**config.mk**
```make
export PLATFORM = sky130hd
export DESIGN_NAME = usp_regs
export DESIGN_NICKNAME = d
export VERILOG_FILES = /design/src/design/usp_pkg.sv /design/src/design/usp_base_capture.sv /design/src/design/usp_regs.sv
export SDC_FILE = /design/constraint.sdc
export NUM_CORES = 1
export LEC_CHECK = 0
export ABC_CLOCK_PERIOD_IN_PS = 5300
export BUFFER_PORTS_ARGS = -buffer_cell sky130_fd_sc_hd__clkbuf_2
export CAP_MARGIN = 30
export CORE_MARGIN = 3
export CORE_UTILIZATION = 58
export CTS_BUF_LIST = sky130_fd_sc_hd__clkbuf_4 sky130_fd_sc_hd__clkbuf_8
export DETAILED_ROUTE_END_ITERATION = 8
export HOLD_SLACK_MARGIN = 0.06
export PLACE_DENSITY_LB_ADDON = 0.3
export SKIP_CTS_REPAIR_TIMING = 1
export SLEW_MARGIN = 20
export SYNTH_ARGS = -nofsm -noshare
export SYNTH_HDL_FRONTEND = slang
export SYNTH_HIERARCHICAL = 1
export SYNTH_SLANG_ARGS = --single-unit
```
**constraint.sdc**
```tcl
create_clock -name clk -period 5.3 [get_ports clk]
set_clock_uncertainty 0.05 [all_clocks]
set_input_delay 0.795 -clock clk [delete_from_list [all_inputs] [get_ports clk]]
set_output_delay 0.795 -clock clk [all_outputs]
set_load 0.05 [all_outputs]
```
**src/design/usp_pkg.sv**
```systemverilog
// Purpose: Shared constants for the upstream port register block
// Assumes: 4 KB register block, 32-bit word accesses
// Notes:   Offsets are byte offsets inside the block
package usp_pkg;

  // Block geometry
  localparam int          USP_ADDR_W        = 64;
  localparam int          USP_BASE_LSB      = 12;
  localparam int          USP_OFS_W         = 12;

  // Offsets inside the block
  localparam logic [11:0] USP_OFS_NULL_HDR  = 12'h000;
  localparam logic [11:0] USP_OFS_BASE_LO   = 12'h010;
  localparam logic [11:0] USP_OFS_BASE_HI   = 12'h014;
  localparam logic [11:0] USP_OFS_CAP_PTR   = 12'h034;
  localparam logic [11:0] USP_OFS_EXP_CAP   = 12'h040;
  localparam logic [11:0] USP_OFS_AER       = 12'h100;
  localparam logic [11:0] USP_OFS_MCAST     = 12'h150;
  localparam logic [11:0] USP_OFS_VCH       = 12'h180;
  localparam logic [11:0] USP_OFS_VSC       = 12'h200;
  localparam logic [11:0] USP_OFS_VSC_HDR1  = 12'h004;
  localparam logic [11:0] USP_OFS_VSC_HDR2  = 12'h008;
  localparam logic [11:0] USP_OFS_VCH_CAP1  = 12'h004;

  // Capability identifiers
  localparam logic [15:0] USP_ID_NULL       = 16'h0000;
  localparam logic [7:0]  USP_ID_EXPRESS    = 8'h10;
  localparam logic [15:0] USP_ID_AER        = 16'h0001;
  localparam logic [15:0] USP_ID_VCH        = 16'h0002;
  localparam logic [15:0] USP_ID_MCAST      = 16'h0012;
  localparam logic [15:0] USP_ID_VSC        = 16'h0023;
  localparam logic [3:0]  USP_CAP_VER       = 4'h1;
  localparam logic [3:0]  USP_NULL_VER      = 4'h0;
  localparam logic [7:0]  USP_EXP_VER_WORD  = 8'h02;

  // Vendor capability header fields
  localparam logic [3:0]  USP_VSC_REV       = 4'h0;
  localparam logic [11:0] USP_VSC_LEN       = 12'h010;
  localparam logic [15:0] USP_VSC_ID        = 16'h0007;

  // Channel count field: one extra channel, giving VC0 and VC1
  localparam logic [2:0]  USP_VCH_EXTRA     = 3'h1;

  // Base register: low 12 bits are read-only zero
  localparam logic [31:0] USP_BASE_LO_MASK  = 32'hffff_f000;
  localparam logic [31:0] USP_BASE_RESET    = 32'h0000_0000;

  // Base capture states
  typedef enum logic [2:0]
  {
    USP_ST_DOWN   = 3'b001,
    USP_ST_WAIT   = 3'b010,
    USP_ST_LOCKED = 3'b100
  } usp_state_t;

endpackage

```
**src/design/usp_base_capture.sv**
```systemverilog
// Purpose: Captures the block base from the first access after link up
// Assumes: link_up is synchronous to clk
// Notes:   Base is released when the link goes down
`timescale 1ns/1ps
`default_nettype none
module usp_base_capture
  import usp_pkg::*;
(
  input  wire logic                  clk,
  input  wire logic                  rst_n,
  input  wire logic                  link_up,
  input  wire logic                  req_valid,
  input  wire logic [USP_ADDR_W-1:0] req_addr,
  output logic                       base_valid,
  output logic                       first_access,
  output logic [USP_ADDR_W-1:USP_BASE_LSB] base_addr
);

  usp_state_t                        state_reg;
  usp_state_t                        state_next;
  logic [USP_ADDR_W-1:USP_BASE_LSB]  base_reg;
  logic [USP_ADDR_W-1:USP_BASE_LSB]  base_next;

  // Next state and base
  always_comb
  begin
    state_next = state_reg;
    base_next  = base_reg;
    case (state_reg)
      USP_ST_DOWN:
      begin
        if (link_up)
          state_next = USP_ST_WAIT;
      end
      USP_ST_WAIT:
      begin
        if (!link_up)
          state_next = USP_ST_DOWN;
        else if (req_valid)
        begin
          base_next  = req_addr[USP_ADDR_W-1:USP_BASE_LSB];
          state_next = USP_ST_LOCKED;
        end
      end
      USP_ST_LOCKED:
      begin
        if (!link_up)
          state_next = USP_ST_DOWN;
      end
      default:
        state_next = USP_ST_DOWN;
    endcase
  end

  // State registers
  always_ff @(posedge clk)
  begin
    if (!rst_n)
    begin
      state_reg <= USP_ST_DOWN;
      base_reg  <= '0;
    end
    else
    begin
      state_reg <= state_next;
      base_reg  <= base_next;
    end
  end

  assign base_valid   = (state_reg == USP_ST_LOCKED);
  assign first_access = (state_reg == USP_ST_WAIT) && link_up && req_valid;
  assign base_addr    = base_reg;

endmodule
`default_nettype wire

```
**src/design/usp_regs.sv**
```systemverilog
// Purpose: Upstream port memory-mapped register block with capability chain
// Assumes: One 32-bit aligned word per access; requests synchronous to clk
// Notes:   Read data returns one cycle after the request is taken
`timescale 1ns/1ps
`default_nettype none
module usp_regs
  import usp_pkg::*;
#(
  parameter logic [15:0] VENDOR_ID = 16'h1234  // Arbitrary neutral value
)
(
  input  wire logic                  clk,
  input  wire logic                  rst_n,
  input  wire logic                  link_up,
  input  wire logic                  req_valid,
  input  wire logic                  req_write,
  input  wire logic [USP_ADDR_W-1:0] req_addr,
  input  wire logic [31:0]           req_wdata,
  input  wire logic [3:0]            req_be,
  output logic                       resp_valid,
  output logic [31:0]                resp_rdata,
  output logic                       base_valid,
  output logic [63:0]                component_register_base
);

  logic                              first_access;
  logic [USP_ADDR_W-1:USP_BASE_LSB]  base_addr;
  logic                              hit;
  logic [USP_OFS_W-1:0]              ofs;
  logic [31:0]                       lo_reg;
  logic [31:0]                       lo_next;
  logic [31:0]                       hi_reg;
  logic [31:0]                       hi_next;
  logic                              valid_reg;
  logic                              valid_next;
  logic [31:0]                       rdata_reg;
  logic [31:0]                       rdata_next;
  logic [31:0]                       rd_word;
  logic [31:0]                       be_mask;

  // Block base capture
  usp_base_capture u_base
  (
    .clk          (clk),
    .rst_n        (rst_n),
    .link_up      (link_up),
    .req_valid    (req_valid),
    .req_addr     (req_addr),
    .base_valid   (base_valid),
    .first_access (first_access),
    .base_addr    (base_addr)
  );

  // Address decode: first access or any access inside the captured block
  assign ofs = {req_addr[USP_OFS_W-1:2], 2'b00};
  assign hit = req_valid && (first_access ||
               (base_valid && req_addr[USP_ADDR_W-1:USP_BASE_LSB] == base_addr));
  assign be_mask = {{8{req_be[3]}}, {8{req_be[2]}}, {8{req_be[1]}}, {8{req_be[0]}}};

  // Read multiplexer over the fixed layout
  always_comb
  begin
    rd_word = 32'h0000_0000;
    case (ofs)
      USP_OFS_NULL_HDR:
        rd_word = {USP_OFS_AER, USP_NULL_VER, USP_ID_NULL};
      USP_OFS_BASE_LO:
        rd_word = lo_reg;
      USP_OFS_BASE_HI:
        rd_word = hi_reg;
      USP_OFS_CAP_PTR:
        rd_word = {24'h00_0000, USP_OFS_EXP_CAP[7:0]};
      USP_OFS_EXP_CAP:
        rd_word = {8'h00, USP_EXP_VER_WORD, 8'h00, USP_ID_EXPRESS};
      USP_OFS_AER:
        rd_word = {USP_OFS_MCAST, USP_CAP_VER, USP_ID_AER};
      USP_OFS_MCAST:
        rd_word = {USP_OFS_VCH, USP_CAP_VER, USP_ID_MCAST};
      USP_OFS_VCH:
        rd_word = {USP_OFS_VSC, USP_CAP_VER, USP_ID_VCH};
      USP_OFS_VCH + USP_OFS_VCH_CAP1:
        rd_word = {29'h0000_0000, USP_VCH_EXTRA};
      USP_OFS_VSC:
        rd_word = {12'h000, USP_CAP_VER, USP_ID_VSC};
      USP_OFS_VSC + USP_OFS_VSC_HDR1:
        rd_word = {USP_VSC_LEN, USP_VSC_REV, VENDOR_ID};
      USP_OFS_VSC + USP_OFS_VSC_HDR2:
        rd_word = {16'h0000, USP_VSC_ID};
      default:
        rd_word = 32'h0000_0000;
    endcase
  end

  // Next values: base register writes, read answer
  always_comb
  begin
    lo_next    = lo_reg;
    hi_next    = hi_reg;
    valid_next = hit;
    rdata_next = rdata_reg;
    if (hit && req_write)
    begin
      // Only the base words are writable; all else is dropped
      if (ofs == USP_OFS_BASE_LO)
        lo_next = ((lo_reg & ~be_mask) | (req_wdata & be_mask)) & USP_BASE_LO_MASK;
      else if (ofs == USP_OFS_BASE_HI)
        hi_next = (hi_reg & ~be_mask) | (req_wdata & be_mask);
      rdata_next = 32'h0000_0000;
    end
    else if (hit)
      rdata_next = rd_word;
  end

  // Registers
  always_ff @(posedge clk)
  begin
    if (!rst_n)
    begin
      lo_reg    <= USP_BASE_RESET;
      hi_reg    <= USP_BASE_RESET;
      valid_reg <= 1'b0;
      rdata_reg <= 32'h0000_0000;
    end
    else
    begin
      lo_reg    <= lo_next;
      hi_reg    <= hi_next;
      valid_reg <= valid_next;
      rdata_reg <= rdata_next;
    end
  end

  assign resp_valid              = valid_reg;
  assign resp_rdata              = rdata_reg;
  assign component_register_base = {hi_reg, lo_reg};

endmodule
`default_nettype wire

```
======== Word-level counts from Yosys, hierarchy flattened ========
Cells that the tools add are included.
storage, ports and cells
  flip-flop bits (word level) ............. 140
  latch bits .............................. 0
  bits in writable memories ............... 0
  memory bits (read-only) ................. 0
  input bits .............................. 105
  output and inout bits ................... 98
  word-level logic and storage cells ...... 50
  memories kept ........................... 0
operators by class
  $add $sub $neg .......................... 0
  multiply operators ...................... 0
  div/mod/pow operators ................... 0
  $lt $le $gt $ge ......................... 0
  eq/ne operators ......................... 18
  shifts and indexed selects .............. 0
  mux-type cells .......................... 6
  bitwise gates (word level) .............. 8
  reductions and logical operators ........ 12
operators with widths
  operator               count
  $pmux W32 S12          1
  $and A32 B32 Y32       3
  $or A32 B32 Y32        2
  $eq A52 B52 Y1         1
  $eq A10 B7 Y1 const B  4
  $not A32 Y32           1
  $eq A10 B8 Y1 const B  3
  $eq A10 B3 Y1 const B  2
  $logic_not A12 Y1      1
  $mux W3                4
  $eq A10 B4 Y1 const B  1
  $eq A10 B5 Y1 const B  1
  $pmux W3 S3            1
  $reduce_and A3 Y1      3
  $logic_and A1 B1 Y1    5
  $ne A2 B2 Y1 const B   2
  $eq A3 B1 Y1 const B   1
  $eq A3 B2 Y1 const B   1
  $eq A3 B3 Y1 const B   1
  $ne A3 B3 Y1 const B   1
  $not A1 Y1             2
  $reduce_and A2 Y1      1
  $reduce_or A2 Y1       1
  $logic_or A1 B1 Y1     1

======== Logic depth before layout (Yosys ltp) ========
Gate-level depths: netlist of run 1.
  depth after elaboration ................. 7
  mapped depth ............................ 10

======== Modules after synthesis ========
The synthesis of run 1 kept the hierarchy.
by module, submodules not included
  module            instances  cells each  area each (um^2)
  usp_regs          1          535         4719.5
  usp_base_capture  1          242         2259.7

======== Least setup slack after synthesis of run 1 ========
OpenSTA, ideal clock, no wires.
  kind .................................... flip-flop to flip-flop
  start point ............................. register u_base.state_reg[2]
  end point ............................... register with a tool-made name
  library setup time ...................... 0.072 ns
  arrival ................................. 3.406 ns
  required time ........................... 5.178 ns
  path slack .............................. 1.772 ns
  stages on the path, launching flop included .. 7
  path buffers ............................ 1
  period minus slack after synthesis ...... 3.528 ns
  cell sequence ........................... dfxtp_1 > nor3b_1 > o2111ai_1 > or4_1 > buf_6 > o41ai_4 > mux2i_1
RTL lines
  element                 line                    source
  from (decl)             usp_base_capture.sv:19  usp_state_t state_reg;
  from (signal assigned)  usp_base_capture.sv:65  state_reg <= state_next;

==> flow_summary_export.csv, run 1 <==
group,metric,value,unit
setup_path,critPathTopFamily,"simple AND/OR/NAND/NOR gates",
timing,fmax,305,MHz
floorplan,start_util,60.3,%
min_path,hold_end,"u_base/base_addr[39]",
setup_path,r2r_cells,5,
drt,wire_per_inst,14.6,um
flow_run,cap_violations,0,
floorplan,core,11600,um2
setup_path,worst-r2r-setup-slack,2140,ps
synthesis,yosys_register_bits,140,
cells_and_area,final_common_cell,"nand2_1",
global_routing,antenna_found_initial,0,
setup_path,r2r_start,"u_base/base_addr[16]",
power,power,2.21,mW
drt,firstDrtPassIters,5,
timing,totalNegativeSetupSlack,0,ps
timing,setup_viol_count_final,0,
drt,wirelength,16000,um
setup_path,crit_chain,"clkbuf_2 -> or4_1 -> nor4_4 -> buf_4 -> nand3_1 -> o41ai_4 -> mux2i_1",
setup_path,cp_slowest_cell,"o41ai_4",
clocking,clkTransAtPathRegs,70,ps
timing,slew_headroom,37.1,%
clocking,clk-insertion-delay-late,440,ps
timing,hold_violations,0,
placement,gp_congestion,0.836,
clocking,ctsHtreeMaxLevel,4,
cells_and_area,design_area,8260,um2
floorplan,fp.dieH,116,um
floorplan,die-area,13400,um2
timing,timing.final.max_slew_violations,0,
global_routing,grt_max_degree,126,
synthesis,netlist.area_leader.share,40.2,%
clocking,cts_made_buffers,17,
synthesis,synthFlopType,"dfxtp_1",
floorplan,num_rows,39,
synthesis,async_flop_share,0,%
setup_path,path_depth,7,
min_path,hp-class,"reg2reg",
power,p_leak,3.73,nW
outcome,status,"finished, final reports clean",
synthesis,synth.largest_area_cell,"dfxtp_1",
power,ir_drop,182,uV
synthesis,ys_warn_count,6,
min_path,holdPathStages,2,
timing,fin_hold_ws,407,ps
setup_path,cp-end-kind,"flip-flop",
placement,place_area,7800,um2
global_routing,grt.overflow.total,0,
setup_path,cp_max_fo,22,
setup_path,path_buf_inv,2,
cells_and_area,ff_latch_area,2800,um2
setup_path,start_kind,"primary input",
drt,drt_drc_violations_left,0,
timing,worst_pin_slew,944,ps
clocking,clock_sink_count,140,
setup_path,cp.required,5620,ps
cells_and_area,antennaDiodeCount,0,
clocking,root_buffer,"clkbuf_8",
cells_and_area,drive_above_1_share,25.3,%
cells_and_area,multi_input_area,3750,um2
min_path,hold_path_startpoint,"u_base/base_addr[39]",
synthesis,syn_avg_cell_area,8.98,um2
timing,layout_min_cycle_time,3270,ps
synthesis,synth_edf_count,0,
cells_and_area,area_growth_syn_to_layout,18.4,%
power,power_density,268,nW/um2
timing,period_share,61.8,%
cells_and_area,fin_nets,1045,
synthesis,ys_seq_area_share,40.2,%
synthesis,synthCells,777,
clocking,cts_tree,"built",
global_routing,grt_pass1_vias,5286,
placement,hpwlAfterDp,11200,um
placement,numPortBuffers,188,
timing,rsz0062_at_grt,"no",
synthesis,yosysUniqueCellTypes,51,
cells_and_area,fillers,941,
drt,vias,5807,
setup_path,worstPathArrival,3590,ps
drt,viasPerCell,5.30,
synthesis,synthTopCellsByArea,"dfxtp_1 (40%), mux2i_1 (20%), nand2_1 (14%), xnor2_1 (4.9%), o41ai_4 (2.0%)",
global_routing,grt_use_total,23.9,%
setup_path,timing_worst_setup_path_type,"in2reg",
cells_and_area,mostFrequentLayoutCells,"nand2_1 (256), clkbuf_2 (187), dfxtp_1 (140)",
clocking,clock_path_buffers,2,
global_routing,grt_pass1_wl,25500,um
setup_path,crit_path_max_incr_delay,750,ps
synthesis,synth_area,6980,um2
drt,drtIter0Drc,407,
drt,detail-route-antenna-nets,0,
floorplan,ios,203,
floorplan,die_x,116,um
worst max path at each step:
stage	start	to	slack, ps
after floorplan	u_base/state_reg[2]	flip-flop	1770
after global placement	req_addr[16]	flip-flop	1650
after detailed placement	req_addr[9]	flip-flop	1600
after CTS	req_addr[9]	flip-flop	2080
after global routing	req_addr[8]	flip-flop	1950
final	req_addr[9]	flip-flop	2030
metrics by stage:
step                      cells  util, %  setup slack [ps]
after global routing       1096     71.4              1950
after floorplan             788        -              1770
after CTS                  1096     71.4              2080
final                      1096     71.4              2030
after global placement     1063     67.2              1650
after detailed placement   1064     67.4              1600
synthesized netlist by cell type (all sizes together), types with 2 or more instances:
cell type / n
o2bb2ai: 2
mux2i: 137
nand2: 257
a21oi: 2
a22o: 15
nor2b: 5
o41ai: 5
o21ai: 12
clkbuf: 25
xor2: 5
o2111ai: 2
dfxtp: 140
nand4: 18
nor3b: 4
nor4: 4
and2: 3
nor3: 6
a221o: 2
xnor2: 39
o22ai: 3
or4: 3
dlygate4sd1: 7
buf: 30
inv: 12
nor2: 7
nand2b: 2
nand3: 10
a22oi: 4
o41a: 2
per-layer routing:
metal	wire length, um	vias to the layer above	GRT usage, %
met5	0	-	0
met4	367	0	8.66
met3	1130	30	8.25
met2	7140	170	36.3
met1	7350	2662	31.7
li1	-	2945	-
power by group:
group	switching (mW)	total, mW	internal, mW	leakage [nW]
logic	0.101	0.161	0.0596	2.37
registers	0.00294	1.06	1.05	1.13
clock network	0.398	0.993	0.594	0.238
total	0.503	2.21	1.71	3.73
cells by family after synthesis:
| group | count (synthesis) | synth area share [%] |
|---|---|---|
| xor gates and xnor gates | 44 | 5.52 |
| DFF | 140 | 40.2 |
| and+or+nand+nor | 324 | 20.2 |
| muxes | 137 | 19.6 |
| other | 1 | 0.0537 |
| buffers and inverters | 75 | 6.85 |
| AOI/OAI and AO/OA | 56 | 7.53 |
worst register-to-register path: cells and delay by family (launching register included):
family           cells  cell delay [ps]
multiplexers         1              300
AND/OR/NAND/NOR      2             1330
AO/OA/AOI/OAI        1              940
flip-flops           1              320
XOR/XNOR             1              150
final cells by class:
class | instances | area share, %
tap | 143 | 2.17
sequential | 140 | 33.9
clock buffer | 20 | 3.33
inverter | 13 | 0.591
timing repair buffer | 195 | 12.3
clock inverter | 12 | 2.32
multi-input combinational | 573 | 45.4
Note: power is estimated with default switching activity, not from simulation.
==> run 2: changes to the inputs <==
--- a/config.mk
+++ b/config.mk
@@ -5,11 +5,11 @@
 export SDC_FILE = /design/constraint.sdc
 export NUM_CORES = 1
 export LEC_CHECK = 0
-export ABC_CLOCK_PERIOD_IN_PS = 5300
+export ABC_CLOCK_PERIOD_IN_PS = 2800
 export BUFFER_PORTS_ARGS = -buffer_cell sky130_fd_sc_hd__clkbuf_2
 export CAP_MARGIN = 30
 export CORE_MARGIN = 3
-export CORE_UTILIZATION = 58
+export CORE_UTILIZATION = 49
 export CTS_BUF_LIST = sky130_fd_sc_hd__clkbuf_4 sky130_fd_sc_hd__clkbuf_8
 export DETAILED_ROUTE_END_ITERATION = 8
 export HOLD_SLACK_MARGIN = 0.06
==> constraint.sdc (replaced) <==
create_clock -name clk -period 2.8 [get_ports clk]
set_clock_uncertainty 0.05 [all_clocks]
set_input_delay 0.42 -clock clk [delete_from_list [all_inputs] [get_ports clk]]
set_output_delay 0.42 -clock clk [all_outputs]
set_load 0.05 [all_outputs]
==> flow_summary_export.csv, run 2 (synthesis results as in run 1) <==
group,metric,value,unit
drt,drtIter0Drc,333,
setup_path,cp_max_fo,8,
setup_path,start_kind,"flip-flop",
cells_and_area,fillers,1238,
cells_and_area,multi_input_area,3760,um2
clocking,clock_path_buffers,2,
setup_path,r2r_start,"u_base/base_addr[16]",
global_routing,grt_use_total,20.8,%
drt,wirelength,16600,um
global_routing,globalRouteMet3Util,6.14,%
clocking,ctsHtreeMaxLevel,4,
power,clockPowerShare,42.5,%
power,power,4.02,mW
power,ir_drop,319,uV
timing,fin_hold_ws,145,ps
timing,fmax,376,MHz
placement,dpl_worst_slack,-47.5,ps
drt,detail-route-antenna-nets,0,
drt,wire_per_inst,14.4,um
global_routing,met2_usage,32.3,%
cells_and_area,antennaDiodeCount,0,
power,power_density,476,nW/um2
cells_and_area,drive_above_1_share,26.7,%
power,pwr-share-comb,7.7,%
cells_and_area,fin_nets,1062,
cells_and_area,final_common_cell,"nand2_1",
cells_and_area,ff_latch_area,2800,um2
min_path,hp-class,"in2reg",
cells_and_area,area_growth_syn_to_layout,21.2,%
global_routing,gr-max-usage-layer,"met2",
setup_path,cp-end-kind,"flip-flop",
global_routing,grt_max_degree,126,
setup_path,r2r_cells,7,
clocking,cts_tree,"built",
global_routing,grt_pass1_wl,26700,um
placement,gp_congestion,0.842,
clocking,clk-insertion-delay-late,450,ps
placement,numPortBuffers,188,
timing,rsz0062_at_grt,"no",
floorplan,ios,203,
timing,setup_viol_count_final,0,
global_routing,grt.overflow.total,0,
setup_path,worstPathArrival,2940,ps
timing,timing.final.max_slew_violations,0,
floorplan,core,13600,um2
placement,hpwlAfterDp,12300,um
power,switching_share,24.0,%
power,p_int,3.06,mW
timing,period_share,95.0,%
timing,hold_violations,0,
clocking,cts_made_buffers,17,
clocking,clock_sink_count,140,
power,power_switching,0.966,mW
cells_and_area,mostFrequentLayoutCells,"nand2_1 (256), clkbuf_2 (187), dfxtp_1 (140)",
setup_path,timing_worst_setup_path_type,"reg2reg",
global_routing,antenna_found_initial,0,
global_routing,grt_pass1_vias,5420,
min_path,hold_path_startpoint,"req_wdata[3]",
drt,vias,5747,
floorplan,start_util,51.5,%
drt,firstDrtPassIters,4,
setup_path,crit_chain,"xor2_1 -> or4_1 -> or4_1 -> buf_4 -> o41a_1 -> buf_4 -> mux2i_1",
power,p_seq_share,49.7,%
timing,worst_pin_slew,619,ps
power,p_leak,3.82,nW
timing,timing.final.ws_setup,139,ps
outcome,status,"finished, final reports clean",
timing,slew_headroom,58.7,%
setup_path,worst-r2r-setup-slack,140,ps
flow_run,cap_violations,0,
setup_path,cp_slowest_cell,"or4_1",
floorplan,num_rows,42,
floorplan,fp.dieH,125,um
timing,layout_min_cycle_time,2660,ps
drt,viasPerCell,5.01,
setup_path,crit_path_max_incr_delay,540,ps
global_routing,grt.met1_usage,27.3,%
clocking,root_buffer,"clkbuf_8",
floorplan,die_x,125,um
clocking,clkTransAtPathRegs,80,ps
setup_path,cp.required,3080,ps
drt,drt_drc_violations_left,0,
floorplan,die-area,15700,um2
min_path,holdPathStages,3,
## run 2: cell types whose count changed in the layout (fill, tap and decap cells not counted), sizes merged
| cell | change |
|---|---|
| bufinv | -2 |
| inv | +1 |
| clkinv | +1 |
| clkinvlp | -1 |
| buf | +17 |
| clkbuf | +1 |
## run 2: how the worst max path moves through the flow
stage                                     from         to  slack, ps  cells after the start
after floorplan            u_base/state_reg[2]  flip-flop         60                      6
after global placement            req_addr[16]  flip-flop        -20                      8
after detailed placement          req_addr[16]  flip-flop        -50                      8
after CTS                 u_base/base_addr[16]  flip-flop        120                      7
after global routing      u_base/base_addr[16]  flip-flop         20                      7
final                     u_base/base_addr[16]  flip-flop        140                      7
## run 2: power groups by stage
stage	Clock, mW	Combinational (mW)	Sequential (mW)
2_1_floorplan	0	0.204	2.05
3_3_place_gp	0	0.306	2.05
3_5_place_dp	0	0.311	2.05
4_1_cts	1.75	0.312	2.00
5_1_grt	1.85	0.345	2.00
6_report	1.71	0.311	2.00
## run 2: per-layer routing
| layer | up-vias | routed length, um |
|---|---|---|
| li1 | 2979 | - |
| met1 | 2597 | 7510 |
| met2 | 146 | 7590 |
| met3 | 25 | 1120 |
| met4 | 0 | 334 |
| met5 | - | 0 |
## run 2: stage by stage
stage          cells  TNS, ps  instance area, um2  util [%]
6_report        1146        0                8460      62.4
5_1_grt         1146        0                8460      62.4
3_3_place_gp    1114     -547                8040      59.3
3_5_place_dp    1114    -1490                8040      59.3
2_1_floorplan    788        0                7030         -
4_1_cts         1146        0                8460      62.4
## run 2: critical path, delay by kind of cell (launching register included)
| family | cells | cell delay, ps |
|---|---|---|
| AO/OA/AOI/OAI | 1 | 420 |
| XOR/XNOR | 1 | 160 |
| buffers and inverters | 2 | 410 |
| flip-flops | 1 | 330 |
| multiplexers | 1 | 140 |
| AND/OR/NAND/NOR | 2 | 1050 |
## run 2: layout make-up
| type | instances | share of cell area [%] |
|---|---|---|
| Multi-Input combinational cell | 573 | 44.5 |
| Sequential cell | 140 | 33.1 |
| Timing Repair Buffer | 212 | 14.2 |
| Clock buffer | 21 | 3.27 |
| Tap cell | 176 | 2.60 |
| Clock inverter | 11 | 1.67 |
| Inverter | 13 | 0.577 |
==> run 3: changes to the inputs <==
--- a/config.mk
+++ b/config.mk
@@ -13,9 +13,10 @@
 export CTS_BUF_LIST = sky130_fd_sc_hd__clkbuf_4 sky130_fd_sc_hd__clkbuf_8
 export DETAILED_ROUTE_END_ITERATION = 8
 export HOLD_SLACK_MARGIN = 0.06
+export MAX_ROUTING_LAYER = met4
 export PLACE_DENSITY_LB_ADDON = 0.3
 export SKIP_CTS_REPAIR_TIMING = 1
-export SLEW_MARGIN = 20
+export SLEW_MARGIN = 10
 export SYNTH_ARGS = -nofsm -noshare
 export SYNTH_HDL_FRONTEND = slang
 export SYNTH_HIERARCHICAL = 1
==> flow_summary_export.csv, run 3 (synthesis results as in run 1) <==
group,metric,value,unit
global_routing,grt_max_degree,126,
placement,gp_congestion,0.855,
drt,vias,5757,
timing,fin_hold_ws,142,ps
cells_and_area,area_growth_syn_to_layout,21.2,%
setup_path,crit_path_max_incr_delay,540,ps
clocking,cts_tree,"built",
cells_and_area,fillers,1238,
drt,firstDrtPassIters,4,
timing,timing.final.ws_setup,143,ps
clocking,ctsHtreeMaxLevel,4,
setup_path,worstPathArrival,2940,ps
placement,hpwlAfterDp,12300,um
clocking,cts_made_buffers,17,
setup_path,cp-end-kind,"flip-flop",
placement,placedCellCount,1114,
floorplan,fp.dieH,125,um
timing,period_share,94.9,%
setup_path,cp_max_fo,8,
setup_path,cp.required,3080,ps
power,p_leak,3.82,nW
timing,rsz0062_at_grt,"no",
drt,wirelength,16600,um
global_routing,grt_use_total,21.4,%
timing,slew_headroom,58.9,%
global_routing,grt_pass1_vias,5427,
drt,detail-route-antenna-nets,0,
drt,drtIter0Drc,342,
timing,fmax,376,MHz
cells_and_area,drive_above_1_share,26.7,%
floorplan,die-area,15700,um2
floorplan,ios,203,
clocking,root_buffer,"clkbuf_8",
setup_path,cp_slowest_cell,"or4_1",
placement,dpl_worst_slack,-47.5,ps
clocking,clock_sink_count,140,
global_routing,grt.overflow.total,0,
floorplan,core,13600,um2
power,ir_drop,319,uV
outcome,status,"finished, final reports clean",
drt,viasPerCell,5.02,
cells_and_area,final_common_cell,"nand2_1",
cells_and_area,mostFrequentLayoutCells,"nand2_1 (256), clkbuf_2 (187), dfxtp_1 (140)",
timing,timing.final.max_slew_violations,0,
min_path,hp-class,"in2reg",
flow_run,cap_violations,0,
power,power_density,476,nW/um2
floorplan,start_util,51.5,%
drt,wl_met2,7550,um
timing,layout_min_cycle_time,2660,ps
cells_and_area,instances_no_fill,1146,
setup_path,start_kind,"flip-flop",
global_routing,antenna_found_initial,0,
clocking,clock_path_buffers,2,
setup_path,timing_worst_setup_path_type,"reg2reg",
clocking,clk-insertion-delay-late,440,ps
placement,numPortBuffers,188,
setup_path,crit_chain,"xor2_1 -> or4_1 -> or4_1 -> buf_4 -> o41a_1 -> buf_4 -> mux2i_1",
timing,worst_pin_slew,617,ps
floorplan,num_rows,42,
drt,highest_layer,"met4",
drt,route.met3.wl,984,um
drt,wire_per_inst,14.4,um
drt,drt_drc_violations_left,0,
cells_and_area,antennaDiodeCount,0,
cells_and_area,fin_nets,1062,
timing,setup_viol_count_final,0,
drt,wl_met1,7640,um
clocking,clkTransAtPathRegs,80,ps
timing,hold_violations,0,
floorplan,die_x,125,um
global_routing,grt_pass1_wl,26700,um
run 3: cell counts in the layout (fill, tap and decap cells not counted):
No cell type changed its count.
run 3: power breakdown:
group	leakage [nW]	internal [mW]	switching, mW
Combinational	2.47	0.117	0.194
Clock	0.221	0.946	0.769
Sequential	1.13	2.00	0.00678
Total	3.82	3.06	0.970
run 3: worst max-delay path, delay by kind of cell (launching register included):
kind | cells | cell delay [ps]
AOI/OAI and AO/OA | 1 | 420
xor gates and xnor gates | 1 | 160
buffers and inverters | 2 | 400
DFF | 1 | 330
muxes | 1 | 140
and+or+nand+nor | 2 | 1050
run 3: path summary, 6_finish.rpt:
check	slack, ps	from	endpoint	cells after the start
max reg2reg	140	u_base/base_addr[16]	flip-flop	7
max	140	u_base/base_addr[16]	flip-flop	7
min	140	req_wdata[3]	flip-flop	3
min reg2reg	410	u_base/base_addr[39]	u_base/base_addr[39]	2
run 3: final cells by class:
class / count / area, um2 / share of cell area [%]
clock buffer: 21 / 277 / 3.27
clock inverter: 11 / 141 / 1.67
inverter: 13 / 48.8 / 0.577
multi-input combinational: 573 / 3760 / 44.5
sequential: 140 / 2800 / 33.1
tap: 176 / 220 / 2.60
timing repair buffer: 212 / 1200 / 14.2
run 3: stage by stage:
step / TNS [ps] / power [mW] / cell area [um2] / utilization [%]
after global routing: 0 / 4.20 / 8460 / 62.4
final: 0 / 4.03 / 8460 / 62.4
after CTS: 0 / 4.07 / 8460 / 62.4
after global placement: -547 / 2.35 / 8040 / 59.3
after floorplan: 0 / 2.25 / 7030 / -
after detailed placement: -1490 / 2.36 / 8040 / 59.3
run 3: per-layer routing:
layer	vias to the layer above	global-route usage, %
met5	-	-
met4	0	8.10
met3	27	5.42
met2	152	32.3
met1	2606	27.7
li1	2972	-
